## src/core/fmd_defines.svh

```systemverilog
// constants for the fp move-out / control-move decoder pair
// assumes: included by bare name from package and modules
// Overview of operation
// - packed store sets or clears operand error
// - first word F, id, 000, ea
// - store second word 011, fmt, src, k
// - format codes decode to eight destination kinds
// - store ea legal set depends on format
// - issuer zeros k field when not packed
// - k -64..0 gives fixed point style
// - k +1..+17 gives exponent style
// - k +18..+63 flags error, uses 17
// - dynamic k read from numbered data register
// - same string for static or dynamic k
// - control move always a full long word
// - unimplemented bits read zero, written zero
// - control move reports no pending exception
// - writing enables or status raises nothing
// - status changes as move destination and on packed stores
// - control second word 10, dir, select, zeros
// - control load takes any mode, limited An
// - direction 0 loads, 1 stores
// - select 100 ctrl, 010 status, 001 addr
// - dynamic k uses low seven bits only
`ifndef FMD_DEFINES_SVH
`define FMD_DEFINES_SVH
`define FMD_OP_PREFIX    4'hF
`define FMD_W2_STORE     3'h3
`define FMD_W2_CTRL      2'h2
`define FMD_FMT_L        3'h0
`define FMD_FMT_S        3'h1
`define FMD_FMT_X        3'h2
`define FMD_FMT_PS       3'h3
`define FMD_FMT_W        3'h4
`define FMD_FMT_D        3'h5
`define FMD_FMT_B        3'h6
`define FMD_FMT_PD       3'h7
`define FMD_SEL_CTRL     3'h4
`define FMD_SEL_STAT     3'h2
`define FMD_SEL_IAR      3'h1
`define FMD_K_MAX        7'h11
`define FMD_MASK_CTRL    32'h0000FFF0
`define FMD_MASK_STAT    32'h0FFFFFF8
`define FMD_MASK_IAR     32'hFFFFFFFF
`define FMD_EXC_UNORDERED_BRANCH_FLAG     15
`define FMD_EXC_SIGNALING_NAN_FLAG     14
`define FMD_EXC_OPERAND_ERROR_FLAG    13
`define FMD_EXC_OVERFLOW_FLAG     12
`define FMD_EXC_UNDERFLOW_FLAG     11
`define FMD_EXC_DZ       10
`define FMD_EXC_INEXACT_DECIMAL_INPUT_FLAG    8
`define FMD_A_CMD        8'h00
`define FMD_A_OPND       8'h04
`define FMD_A_STAT       8'h08
`define FMD_A_RDATA      8'h0C
`define FMD_A_DN0        8'h20
`endif

```

## src/core/fmd_pkg.sv

```systemverilog
// types shared by both ends of the move decoder link
// assumes: fmd_defines.svh on the include path
`include "fmd_defines.svh"
package fmd_pkg;
	typedef enum logic [2:0] {
		FMD_D_IDLE  = 3'b001,
		FMD_D_FETCH = 3'b010,
		FMD_D_DONE  = 3'b100
	} fmd_dstate_t;
	typedef enum logic [1:0] {
		FMD_H_IDLE = 2'b01,
		FMD_H_WAIT = 2'b10
	} fmd_hstate_t;
endpackage : fmd_pkg

```

## src/core/fmd_link_if.sv

```systemverilog
// link between the main-processor end and the coprocessor end
// assumes: both ends on one clock; ack and k_req are pulses
`timescale 1ns/10ps
`default_nettype none
interface fmd_link_if;
	logic        req;       // host: instruction pending, held to ack
	logic [15:0] w1;        // host: first instruction word
	logic [15:0] w2;        // host: second instruction word
	logic [31:0] opnd;      // host: external operand for loads
	logic        k_req;     // dev: dynamic k fetch pulse
	logic [2:0]  k_reg;     // dev: data register number
	logic        k_valid;   // host: k data pulse
	logic [31:0] k_data;    // host: data register contents
	logic        ack;       // dev: done pulse
	logic        illegal;   // dev: instruction rejected
	logic        exc;       // dev: pending exception reported
	logic [31:0] rdata;     // dev: stored long word
	modport dev  (input req, w1, w2, opnd, k_valid, k_data,
		output k_req, k_reg, ack, illegal, exc, rdata);
	modport host (output req, w1, w2, opnd, k_valid, k_data,
		input k_req, k_reg, ack, illegal, exc, rdata);
endinterface : fmd_link_if
`default_nettype wire

```

## src/core/fmd_dev.sv

```systemverilog
// coprocessor end: decodes store and control moves, keeps control regs
// assumes: host keeps req high until ack; conversion unit on user side
`timescale 1ns/10ps
`default_nettype none
`include "fmd_defines.svh"
module fmd_dev
	import fmd_pkg::*;
#(
	parameter logic [2:0] CP_ID = 3'h1
) (
	// clock and reset
	input  wire logic  hclk,
	input  wire logic  hresetn,
	// link
	fmd_link_if.dev    lnk,
	// conversion unit
	input  wire logic  dec_exp_wide,
	output logic       store_go,
	output logic [2:0] store_fmt,
	output logic [2:0] store_src,
	output logic [6:0] store_k,
	output logic       store_exp_style,
	// control register view
	output logic [31:0] fp_control_reg,
	output logic [31:0] fp_status_reg,
	output logic [31:0] fp_instr_addr_reg
);
	////////////////////////////////////////////////////////////////
	typedef struct packed {
		fmd_dstate_t st;
		logic        ack;
		logic        illegal;
		logic        exc;
		logic [31:0] rdata;
		logic        k_req;
		logic [2:0]  k_reg;
		logic        go;
		logic [2:0]  fmt;
		logic [2:0]  src;
		logic [6:0]  k;
		logic        exp_style;
		logic [31:0] ctl;
		logic [31:0] sts;
		logic [31:0] iar;
	} fmd_dev_state_t;

	fmd_dev_state_t s_reg;
	fmd_dev_state_t s_next;

	logic [15:0] w1;
	logic [15:0] w2;
	logic [2:0]  ea_mode;
	logic [2:0]  ea_reg;
	logic [2:0]  fmt;
	logic [2:0]  sel;
	logic        w1_ok;
	logic        is_store;
	logic        is_ctrl;
	logic        st_ea_ok;
	logic        cl_ea_ok;
	logic        cs_ea_ok;
	logic        sel_ok;
	logic        dyn_ok;
	logic        packed_fmt;
	logic [31:0] sel_mask;
	logic [31:0] sel_val;

	////////////////////////////////////////////////////////////////
	// field extraction
	assign w1      = lnk.w1;
	assign w2      = lnk.w2;
	assign ea_mode = w1[5:3];
	assign ea_reg  = w1[2:0];
	assign fmt     = w2[12:10];
	assign sel     = w2[12:10];
	assign w1_ok   = (w1[15:12] == `FMD_OP_PREFIX) && (w1[11:9] == CP_ID) && (w1[8:6] == 3'h0);
	assign is_store = (w2[15:13] == `FMD_W2_STORE);
	assign is_ctrl  = (w2[15:14] == `FMD_W2_CTRL) && (w2[9:0] == 10'h000);
	assign packed_fmt = (fmt == `FMD_FMT_PS) || (fmt == `FMD_FMT_PD);
	assign dyn_ok = (fmt != `FMD_FMT_PD) || (w2[3:0] == 4'h0);
	assign st_ea_ok = ((ea_mode == 3'h0) && ((fmt == `FMD_FMT_B) || (fmt == `FMD_FMT_W)
		|| (fmt == `FMD_FMT_L) || (fmt == `FMD_FMT_S)))
		|| ((ea_mode >= 3'h2) && (ea_mode <= 3'h6))
		|| ((ea_mode == 3'h7) && (ea_reg <= 3'h1));
	assign sel_ok = (sel == `FMD_SEL_CTRL) || (sel == `FMD_SEL_STAT) || (sel == `FMD_SEL_IAR);
	assign cl_ea_ok = ((ea_mode != 3'h1) || (sel == `FMD_SEL_IAR))
		&& ((ea_mode != 3'h7) || (ea_reg <= 3'h4));
	// control store modes
	assign cs_ea_ok = (ea_mode <= 3'h6 && ((ea_mode != 3'h1) || (sel == `FMD_SEL_IAR)))
		|| ((ea_mode == 3'h7) && (ea_reg <= 3'h1));

	// selected register and its implemented bits
	always_comb begin
		case (sel)
			`FMD_SEL_CTRL: begin
				sel_mask = `FMD_MASK_CTRL;
				sel_val  = s_reg.ctl;
			end
			`FMD_SEL_STAT: begin
				sel_mask = `FMD_MASK_STAT;
				sel_val  = s_reg.sts;
			end
			default: begin
				sel_mask = `FMD_MASK_IAR;
				sel_val  = s_reg.iar;
			end
		endcase
	end

	////////////////////////////////////////////////////////////////
	// k evaluation shared by static and dynamic paths
	function automatic fmd_dev_state_t apply_k(input fmd_dev_state_t cur, input logic [6:0] k_in,
		input logic exp_wide);
		fmd_dev_state_t n;
		logic           k_big;
		n = cur;
		k_big = !k_in[6] && (k_in > `FMD_K_MAX);
		// zero or negative is fixed point
		n.exp_style = !k_in[6] && (k_in != 7'h00);
		n.k         = k_big ? `FMD_K_MAX : k_in;
		n.sts[`FMD_EXC_OPERAND_ERROR_FLAG] = k_big || exp_wide;
		n.sts[`FMD_EXC_UNORDERED_BRANCH_FLAG]  = 1'b0;
		n.sts[`FMD_EXC_OVERFLOW_FLAG]  = 1'b0;
		n.sts[`FMD_EXC_UNDERFLOW_FLAG]  = 1'b0;
		n.sts[`FMD_EXC_DZ]    = 1'b0;
		n.sts[`FMD_EXC_INEXACT_DECIMAL_INPUT_FLAG] = 1'b0;
		n.go  = 1'b1;
		n.ack = 1'b1;
		n.st  = FMD_D_DONE;
		// a store reports what is enabled and pending
		n.exc = |(n.sts[15:8] & cur.ctl[15:8]);
		return n;
	endfunction : apply_k

	////////////////////////////////////////////////////////////////
	// next state
	always_comb begin
		s_next       = s_reg;
		s_next.ack   = 1'b0;
		s_next.k_req = 1'b0;
		s_next.go    = 1'b0;
		case (s_reg.st)
			FMD_D_IDLE: begin
				if (lnk.req) begin
					s_next.illegal = 1'b0;
					s_next.exc     = 1'b0;
					s_next.rdata   = 32'h0000_0000;
					s_next.fmt     = fmt;
					s_next.src     = w2[9:7];
					if (!w1_ok || !((is_store && st_ea_ok && dyn_ok)
						|| (is_ctrl && sel_ok && (w2[13] ? cs_ea_ok : cl_ea_ok)))) begin
						s_next.illegal = 1'b1;
						s_next.ack     = 1'b1;
						s_next.st      = FMD_D_DONE;
					end else if (is_ctrl) begin
						s_next.ack = 1'b1;
						s_next.st  = FMD_D_DONE;
						if (w2[13]) begin
							s_next.rdata = sel_val & sel_mask;
						end else begin
							case (sel)
								`FMD_SEL_CTRL: s_next.ctl = lnk.opnd & `FMD_MASK_CTRL;
								`FMD_SEL_STAT: s_next.sts = lnk.opnd & `FMD_MASK_STAT;
								default:       s_next.iar = lnk.opnd;
							endcase
						end
					end else if (fmt == `FMD_FMT_PD) begin
						s_next.k_req = 1'b1;
						s_next.k_reg = w2[6:4];
						s_next.st    = FMD_D_FETCH;
					end else if (packed_fmt) begin
						s_next = apply_k(s_next, w2[6:0], dec_exp_wide);
					end else begin
						s_next.k         = 7'h00;
						s_next.exp_style = 1'b0;
						s_next.go        = 1'b1;
						s_next.ack       = 1'b1;
						s_next.exc       = |(s_reg.sts[15:8] & s_reg.ctl[15:8]);
						s_next.st        = FMD_D_DONE;
					end
				end
			end
			FMD_D_FETCH: begin
				if (lnk.k_valid) begin
					s_next = apply_k(s_next, lnk.k_data[6:0], dec_exp_wide);
				end
			end
			FMD_D_DONE: begin
				if (!lnk.req) begin
					s_next.st = FMD_D_IDLE;
				end
			end
			default: begin
				s_next.st = FMD_D_IDLE;
			end
		endcase
	end

	// state register
	always_ff @(posedge hclk or negedge hresetn) begin
		if (!hresetn) begin
			s_reg    <= '0;
			s_reg.st <= FMD_D_IDLE;
		end else begin
			s_reg <= s_next;
		end
	end

	////////////////////////////////////////////////////////////////
	// outputs straight from state
	assign lnk.ack           = s_reg.ack;
	assign lnk.illegal       = s_reg.illegal;
	assign lnk.exc           = s_reg.exc;
	assign lnk.rdata         = s_reg.rdata;
	assign lnk.k_req         = s_reg.k_req;
	assign lnk.k_reg         = s_reg.k_reg;
	assign store_go          = s_reg.go;
	assign store_fmt         = s_reg.fmt;
	assign store_src         = s_reg.src;
	assign store_k           = s_reg.k;
	assign store_exp_style   = s_reg.exp_style;
	assign fp_control_reg    = s_reg.ctl;
	assign fp_status_reg     = s_reg.sts;
	assign fp_instr_addr_reg = s_reg.iar;
endmodule : fmd_dev
`default_nettype wire

```

## src/flat_wrapper.sv

```systemverilog
// flat-port wrapper written by rule: the top's interface ports become plain ports
module fmd_dev_flat import fmd_pkg::*;
#(
	parameter logic [2:0] CP_ID = 3'h1
)
  (hclk, hresetn, dec_exp_wide, store_go, store_fmt, store_src, store_k, store_exp_style, fp_control_reg, fp_status_reg, fp_instr_addr_reg, lnk_req, lnk_w1, lnk_w2, lnk_opnd, lnk_k_valid, lnk_k_data, lnk_k_req, lnk_k_reg, lnk_ack, lnk_illegal, lnk_exc, lnk_rdata);
  fmd_link_if lnk_i ();
  input  wire logic hclk;
  input  wire logic hresetn;
  input  wire logic dec_exp_wide;
  output logic store_go;
  output logic [2:0] store_fmt;
  output logic [2:0] store_src;
  output logic [6:0] store_k;
  output logic store_exp_style;
  output logic [31:0] fp_control_reg;
  output logic [31:0] fp_status_reg;
  output logic [31:0] fp_instr_addr_reg;
  input wire logic [$bits(lnk_i.req)-1:0] lnk_req;
  input wire logic [$bits(lnk_i.w1)-1:0] lnk_w1;
  input wire logic [$bits(lnk_i.w2)-1:0] lnk_w2;
  input wire logic [$bits(lnk_i.opnd)-1:0] lnk_opnd;
  input wire logic [$bits(lnk_i.k_valid)-1:0] lnk_k_valid;
  input wire logic [$bits(lnk_i.k_data)-1:0] lnk_k_data;
  output wire logic [$bits(lnk_i.k_req)-1:0] lnk_k_req;
  output wire logic [$bits(lnk_i.k_reg)-1:0] lnk_k_reg;
  output wire logic [$bits(lnk_i.ack)-1:0] lnk_ack;
  output wire logic [$bits(lnk_i.illegal)-1:0] lnk_illegal;
  output wire logic [$bits(lnk_i.exc)-1:0] lnk_exc;
  output wire logic [$bits(lnk_i.rdata)-1:0] lnk_rdata;
  assign lnk_i.req = lnk_req;
  assign lnk_i.w1 = lnk_w1;
  assign lnk_i.w2 = lnk_w2;
  assign lnk_i.opnd = lnk_opnd;
  assign lnk_i.k_valid = lnk_k_valid;
  assign lnk_i.k_data = lnk_k_data;
  assign lnk_k_req = lnk_i.k_req;
  assign lnk_k_reg = lnk_i.k_reg;
  assign lnk_ack = lnk_i.ack;
  assign lnk_illegal = lnk_i.illegal;
  assign lnk_exc = lnk_i.exc;
  assign lnk_rdata = lnk_i.rdata;
  fmd_dev #(.CP_ID(CP_ID)) u_core (.hclk(hclk), .hresetn(hresetn), .lnk(lnk_i), .dec_exp_wide(dec_exp_wide), .store_go(store_go), .store_fmt(store_fmt), .store_src(store_src), .store_k(store_k), .store_exp_style(store_exp_style), .fp_control_reg(fp_control_reg), .fp_status_reg(fp_status_reg), .fp_instr_addr_reg(fp_instr_addr_reg));
endmodule
```

## config.mk

```make
export PLATFORM = sky130hd
export DESIGN_NAME = fmd_dev_flat
export DESIGN_NICKNAME = d
export VERILOG_FILES = /design/src/core/fmd_pkg.sv /design/src/core/fmd_link_if.sv /design/src/core/fmd_dev.sv /design/src/flat_wrapper.sv
export VERILOG_INCLUDE_DIRS = /design/src /design/src/core
export SDC_FILE = /design/constraint.sdc
export NUM_CORES = 1
export LEC_CHECK = 0
export BUFFER_PORTS_ARGS = -buffer_cell sky130_fd_sc_hd__buf_2
export CAP_MARGIN = 20
export CORE_MARGIN = 1.5
export CORE_UTILIZATION = 45
export DETAILED_ROUTE_END_ITERATION = 7
export PLACE_DENSITY = 0.73
export REMOVE_ABC_BUFFERS = 1
export SETUP_SLACK_MARGIN = 0.4
export SLEW_MARGIN = 20
export SYNTH_ARGS = -nofsm -noshare
export SYNTH_HDL_FRONTEND = slang
export SYNTH_SLANG_ARGS = --single-unit
```

## constraint.sdc

```tcl
create_clock -name hclk -period 2.2 [get_ports hclk]
set_input_delay 0 -clock hclk [delete_from_list [all_inputs] [get_ports hclk]]
set_output_delay 0 -clock hclk [all_outputs]
set_load 0.01 [all_outputs]
```

### Word level (Yosys, flattened, before mapping)

Cells that the tools add are included.

* flip-flop bits (word level): 153
* bits in writable memories: 0
* bits in read-only memories: 0
* output and inout port bits: 150
* memories: 0
* latch bits: 0
* input bits: 101

* shift-type cells: 0
* add/sub/neg operators: 0
* bitwise logic cells: 9
* divide/modulo/power cells: 0
* magnitude comparators: 6
* multiplexer cells: 39
* equal/unequal tests: 27
* multiply operators: 0
* reductions and logical operators: 57

Operator list (number)
* 153-bit 2-to-1 mux: 2
* 150-bit case mux with 2 select lines: 1
* 96-bit 2-to-1 mux: 2
* 36-bit 2-to-1 mux: 5
* 32-bit 2-to-1 mux: 5
* 148-bit 2-to-1 mux: 1
* 32-bit case mux with 2 select lines: 2
* 111-bit 2-to-1 mux: 1
* 48-bit 2-to-1 mux: 1
* 35-bit 2-to-1 mux: 1
* 32-bit bitwise AND: 1
* 4-bit 2-to-1 mux: 7
* 8-bit OR reduction: 3
* 7-bit AND reduction: 3
* 19-bit 2-to-1 mux: 1
* 7-bit by 8-bit bitwise AND with 8-bit output: 2
* 1-bit logical AND: 16
* 1-bit logical OR: 16
* 3-bit equality test (second input constant): 5
* 7-bit by 5-bit greater-than comparator with 1-bit output (second input constant): 2
* 7-bit 2-to-1 mux: 2
* 7-bit nonzero test: 2
* 3-bit by 2-bit equality test with 1-bit output (second input constant): 4
* 2-bit inequality test (second input constant): 6
* 26 further kinds: 47

### Longest topological paths before layout

* depth after elaboration: 20
* depth in mapped cells: 11
* mapped depth without buffers: 6

### Worst setup path before layout

Ideal clock, no wire load.

* path kind: register to register
* start: register u_core.s_reg[150] (netlist bit)
* end: register u_core.s_reg (netlist bit u_core.fp_instr_addr_reg[0])
* library setup time: 0.128 ns
* path slack: -0.086 ns
* arrival: 2.159 ns
* cell stages (with the launch flop): 8
* required time: 2.072 ns
* period minus slack after synthesis: 2.286 ns
* buffers on the path: 2
* path through: dfstp_2 inv_2 or3_1 buf_4 nor4_4 o21ai_2 buf_2 mux2_1

* word-level cells in the longest chain between the ends: 3
* elaborated cells on any way between the ends: 5
* those cells by class: eq/ne (2); mux (1); bitwise (1); reduce/logical (1)

Ends and longest elaborated chain
* from (decl): RTL line fmd_dev.sv:47 `fmd_dev_state_t s_reg;`
* from (signal assigned): RTL line fmd_dev.sv:205 `s_reg <= s_next;`
* 3-bit by 2-bit equality test with 1-bit output: RTL line fmd_dev.sv:142 `case (s_reg.st)`
* 1-bit NOT (no source line)
* 7-bit AND reduction (no source line)

Parallel ways exist; a longest one is shown, timed or not.
A chain may end at the register's enable or synchronous reset.

### Final worst setup path

* start: register u_core.s_reg[150] (netlist bit)
* end: register u_core.s_reg (netlist bit u_core.fp_instr_addr_reg[2])

The elaborated chain is that of the path after synthesis.

==> results.md <==
* Hpwl dp at 12.4 mm
* Cell row count at 45
* Ys flop type: dfrtp_1
* Total vias in the final route at 5693
* Required time reported for the critical path endpoint at 2500 ps
* Cell at the root of the clock tree: clkbuf_16
* Synth Warn # at 0
* Cts bufs inserted at 17
* Static leakage at 4.79 nW
* Main area contributors after synthesis: dfrtp_1 (45%), buf_4 (16%), nand2_1 (7.2%)
* Remaining Overflow, GRT at 0
* Cell with the most instances after synthesis: buf_4
* Path type of the worst setup path: reg2reg
* Finished layout cell area at 9000 um^2
* Pwr dens at 659 nW/um^2
* Type of the tightest min-delay check: in2reg
* Final Critical Period at 2070 ps
* Area growth from synthesis to final layout at 30.2%
* CTS clock-pin slew for the worst setup and hold paths at 50 ps
* Total Routed Length at 19.3 mm
* Smallest hold slack at 28.7 ps
* Setup WS post-layout at 134 ps
* Worst setup skew after layout at 6.96 ps
* Maximum net fanout on the critical path at 4
* Worst hold path cell count at 3
* Count of routing violations after the opening detailed-route iteration at 304
* Maximum buffer depth of the clock tree at 2
* Count of unresolved DRC violations after routing at 0
* Final number of setup-violating endpoints at 0
* Share of flip-flops with an asynchronous set or reset at 100%
* Run status: finished clean
* Share of the yosys chip area belonging to registers at 45.6%
* Overall die width at 127 um
* Slew Limit Headroom at 23.2%
* Worst endpoint data arrival time at 2370 ps
* Global placement routability congestion at 0.829
* Top post-synthesis cells by count: buf_4 (146), nand2_1 (133), dfrtp_1 (125), o21ai_0 (68), nand3_1 (24)
* Number of antenna violations at the first check in global routing at 0
* Area share of the largest cell type after synthesis at 45.2%
* Antenna Nets Post-Route at 0
* Library cell with the largest summed area after synthesis: dfrtp_1
* Max Cap Viol at 0
* Number of slew-limit violations in the final report at 0
* CTS tree: done
* Floorplan die area at 16100 um^2
* Crit start category: register
* VDD IR-drop max at 496 uV
* Wire length of the first global-routing pass at 30.3 mm
* Total chip power at 0.00593 W
* Number of I/O port buffers at 198
* Global-route usage over all layers at 24.3%
* Worst hold path startpoint: lnk_w2[10]
* Effective utilization at floorplan at 45.8%
* Critical R2R Capture: u_core.fp_instr_addr_reg[2]$_DFFE_PN0P_
* Vias per inst at 5.18
* Cell count of the worst reg-to-reg path at 7
* Worst slack at placement at -8.34 ps
* Syn Inst Count at 723
* Floorplan core area at 15100 um^2
* Maximum clock frequency at 484 MHz
* Hold Fails Final Rpt at 0
* Cell chain of the critical path: inv_2, or3_4, nor4_4, buf_6, buf_4, o21ai_4, mux2_2
* Count of nets after finishing at 1001
* Least-Margin Pin Slew at 1150 ps
* Router iterations before antenna repair at 5
* Post-Place Cell Area at 7350 um^2
* Gate family responsible for the most delay along the worst path: simple AND/OR/NAND/NOR gates
* Post-synth EDFFs at 0
* Number of different library cells in the post-synthesis netlist at 66
* Ratio of cells with drive above 1 in the final layout at 42.6%
* Number of diodes added for antenna fixing at 0
* Kind of end point of the critical path: register
* Post-synthesis sequential element count at 126
* Wirelength per Cell at 17.5 um
* Clock Sinks at 126
* Critical-path cell with the highest stage delay: dfstp_2
* Post-synthesis instance area at 6920 um^2
* Filler cell count in the final layout at 1275
* Pin count of the biggest net entering global routing at 66
* Portion of the clock cycle consumed by the worst path in the final layout at 93.9%
* Source of the worst register-to-register timing path: u_core.s_reg[150]$_DFFE_PN1P_
* Worst path bufs/invs at 3
* Slowest Stage Delay on Critical Path at 540 ps
* Die extent in y at 127 um
* H-tree Lvls at 4
* WHS Endpoint: u_core.store_fmt[0]$_DFFE_PN0P_
* Via count of the first global-routing pass at 5773
* Reg2Reg Setup Slack at 130 ps
* Average footprint of a synthesized cell at 9.57 um^2
* Setup repair after global routing missed its margin: true
* Ports placed on the boundary at 251
* Insertion delay of the later-clocked pin in the worst-skew pair at 420 ps
-- cell usage in the layout, fill, tap and decap left out, types with 15 or more instances in the layout --
cell type,synthesis,routed
nand3_1,24,22
o21ai_2,1,15
buf_4,146,28
o21ai_1,1,28
nand2_2,0,24
dfrtp_1,125,125
buf_6,1,19
buf_2,10,197
mux2i_1,19,19
conb_1,1,27
dlygate4sd3_1,0,53
o21ai_0,68,26
clkbuf_16,0,18
nand2_1,133,106
inv_1,23,23
a21oi_1,19,18
-- stage by stage --
| step | std cells | TNS [ps] | util (%) |
|---|---|---|---|
| after detailed placement | 996 | -60.8 | 48.7 |
| after CTS | 1093 | 0 | 58.1 |
| after floorplan | 572 | -40010 | - |
| after global routing | 1098 | 0 | 59.7 |
| final | 1098 | 0 | 59.7 |
| after global placement | 996 | 0 | 48.7 |
-- area by class of cell --
type	instances	area, um^2	area share, %
multi-input cells	426	2860	31.8
clock inverters	7	90.1	1.00
well taps	188	235	2.61
flip-flops and latches	126	3150	35.0
inverters	24	90.1	1.00
repair buffers	305	2110	23.4
clock buffers	22	464	5.16
-- kinds of logic after synthesis --
| logic type | after synthesis | share of synthesized area [%] |
|---|---|---|
| xor gates and xnor gates | 3 | 0.380 |
| AOI/OAI and AO/OA | 126 | 11.2 |
| muxes | 46 | 7.69 |
| other | 1 | 0.0542 |
| DFF | 126 | 45.6 |
| buffers and inverters | 201 | 19.4 |
| and+or+nand+nor | 220 | 15.7 |
-- report_power, final --
| part | switching [W] | internal, W | leakage [nW] |
|---|---|---|---|
| registers | 0.0000345 | 0.00238 | 1.71 |
| clock network | 0.000979 | 0.00170 | 0.268 |
| logic | 0.000474 | 0.000359 | 2.81 |
| total | 0.00149 | 0.00444 | 4.79 |
-- worst reg2reg max path: stages, from the launching register on --
cell and delay, ps:
dfstp_2 540, inv_2 40, or3_4 440, nor4_4 290
buf_6 160, buf_4 120, o21ai_4 70, mux2_2 290
-- per-layer routing --
metal	part of all wire [%]	GRT usage [%]	wire length, um	vias up
met5	0	0	0	-
met3	6.3	5.28	1200	28
met1	42	31.2	8160	2778
met4	1.5	7.55	296	0
li1	-	-	-	2639
met2	50	41.1	9590	248
-- repair_timing --
action	CTS	global route
cloned	5	1
setup endpoints to repair	115	116
resized for setup	74	73
setup buffers	10	4
hold endpoints to repair	149	0
pin swaps	21	19
hold buffers	53	0
-- how the worst max path moves through the flow --
stage	slack, ps	depth (start not counted)	from	to
final	130	7	u_core.s_reg[150]$_DFFE_PN1P_	u_core.fp_instr_addr_reg[2]$_DFFE_PN0P_
after global routing	40	8	u_core.s_reg[150]$_DFFE_PN1P_	u_core.fp_instr_addr_reg[4]$_DFFE_PN0P_
after detailed placement	-8	6	u_core.s_reg[150]$_DFFE_PN1P_	u_core.fp_status_reg[7]$_DFFE_PN0P_
after floorplan	-940	5	u_core.s_reg[150]$_DFFE_PN1P_	u_core.fp_instr_addr_reg[0]$_DFFE_PN0P_
after global placement	6	6	u_core.s_reg[150]$_DFFE_PN1P_	u_core.fp_status_reg[16]$_DFFE_PN0P_
after CTS	150	6	u_core.s_reg[150]$_DFFE_PN1P_	u_core.fp_status_reg[7]$_DFFE_PN0P_
Power figures use the tool's default switching activity.
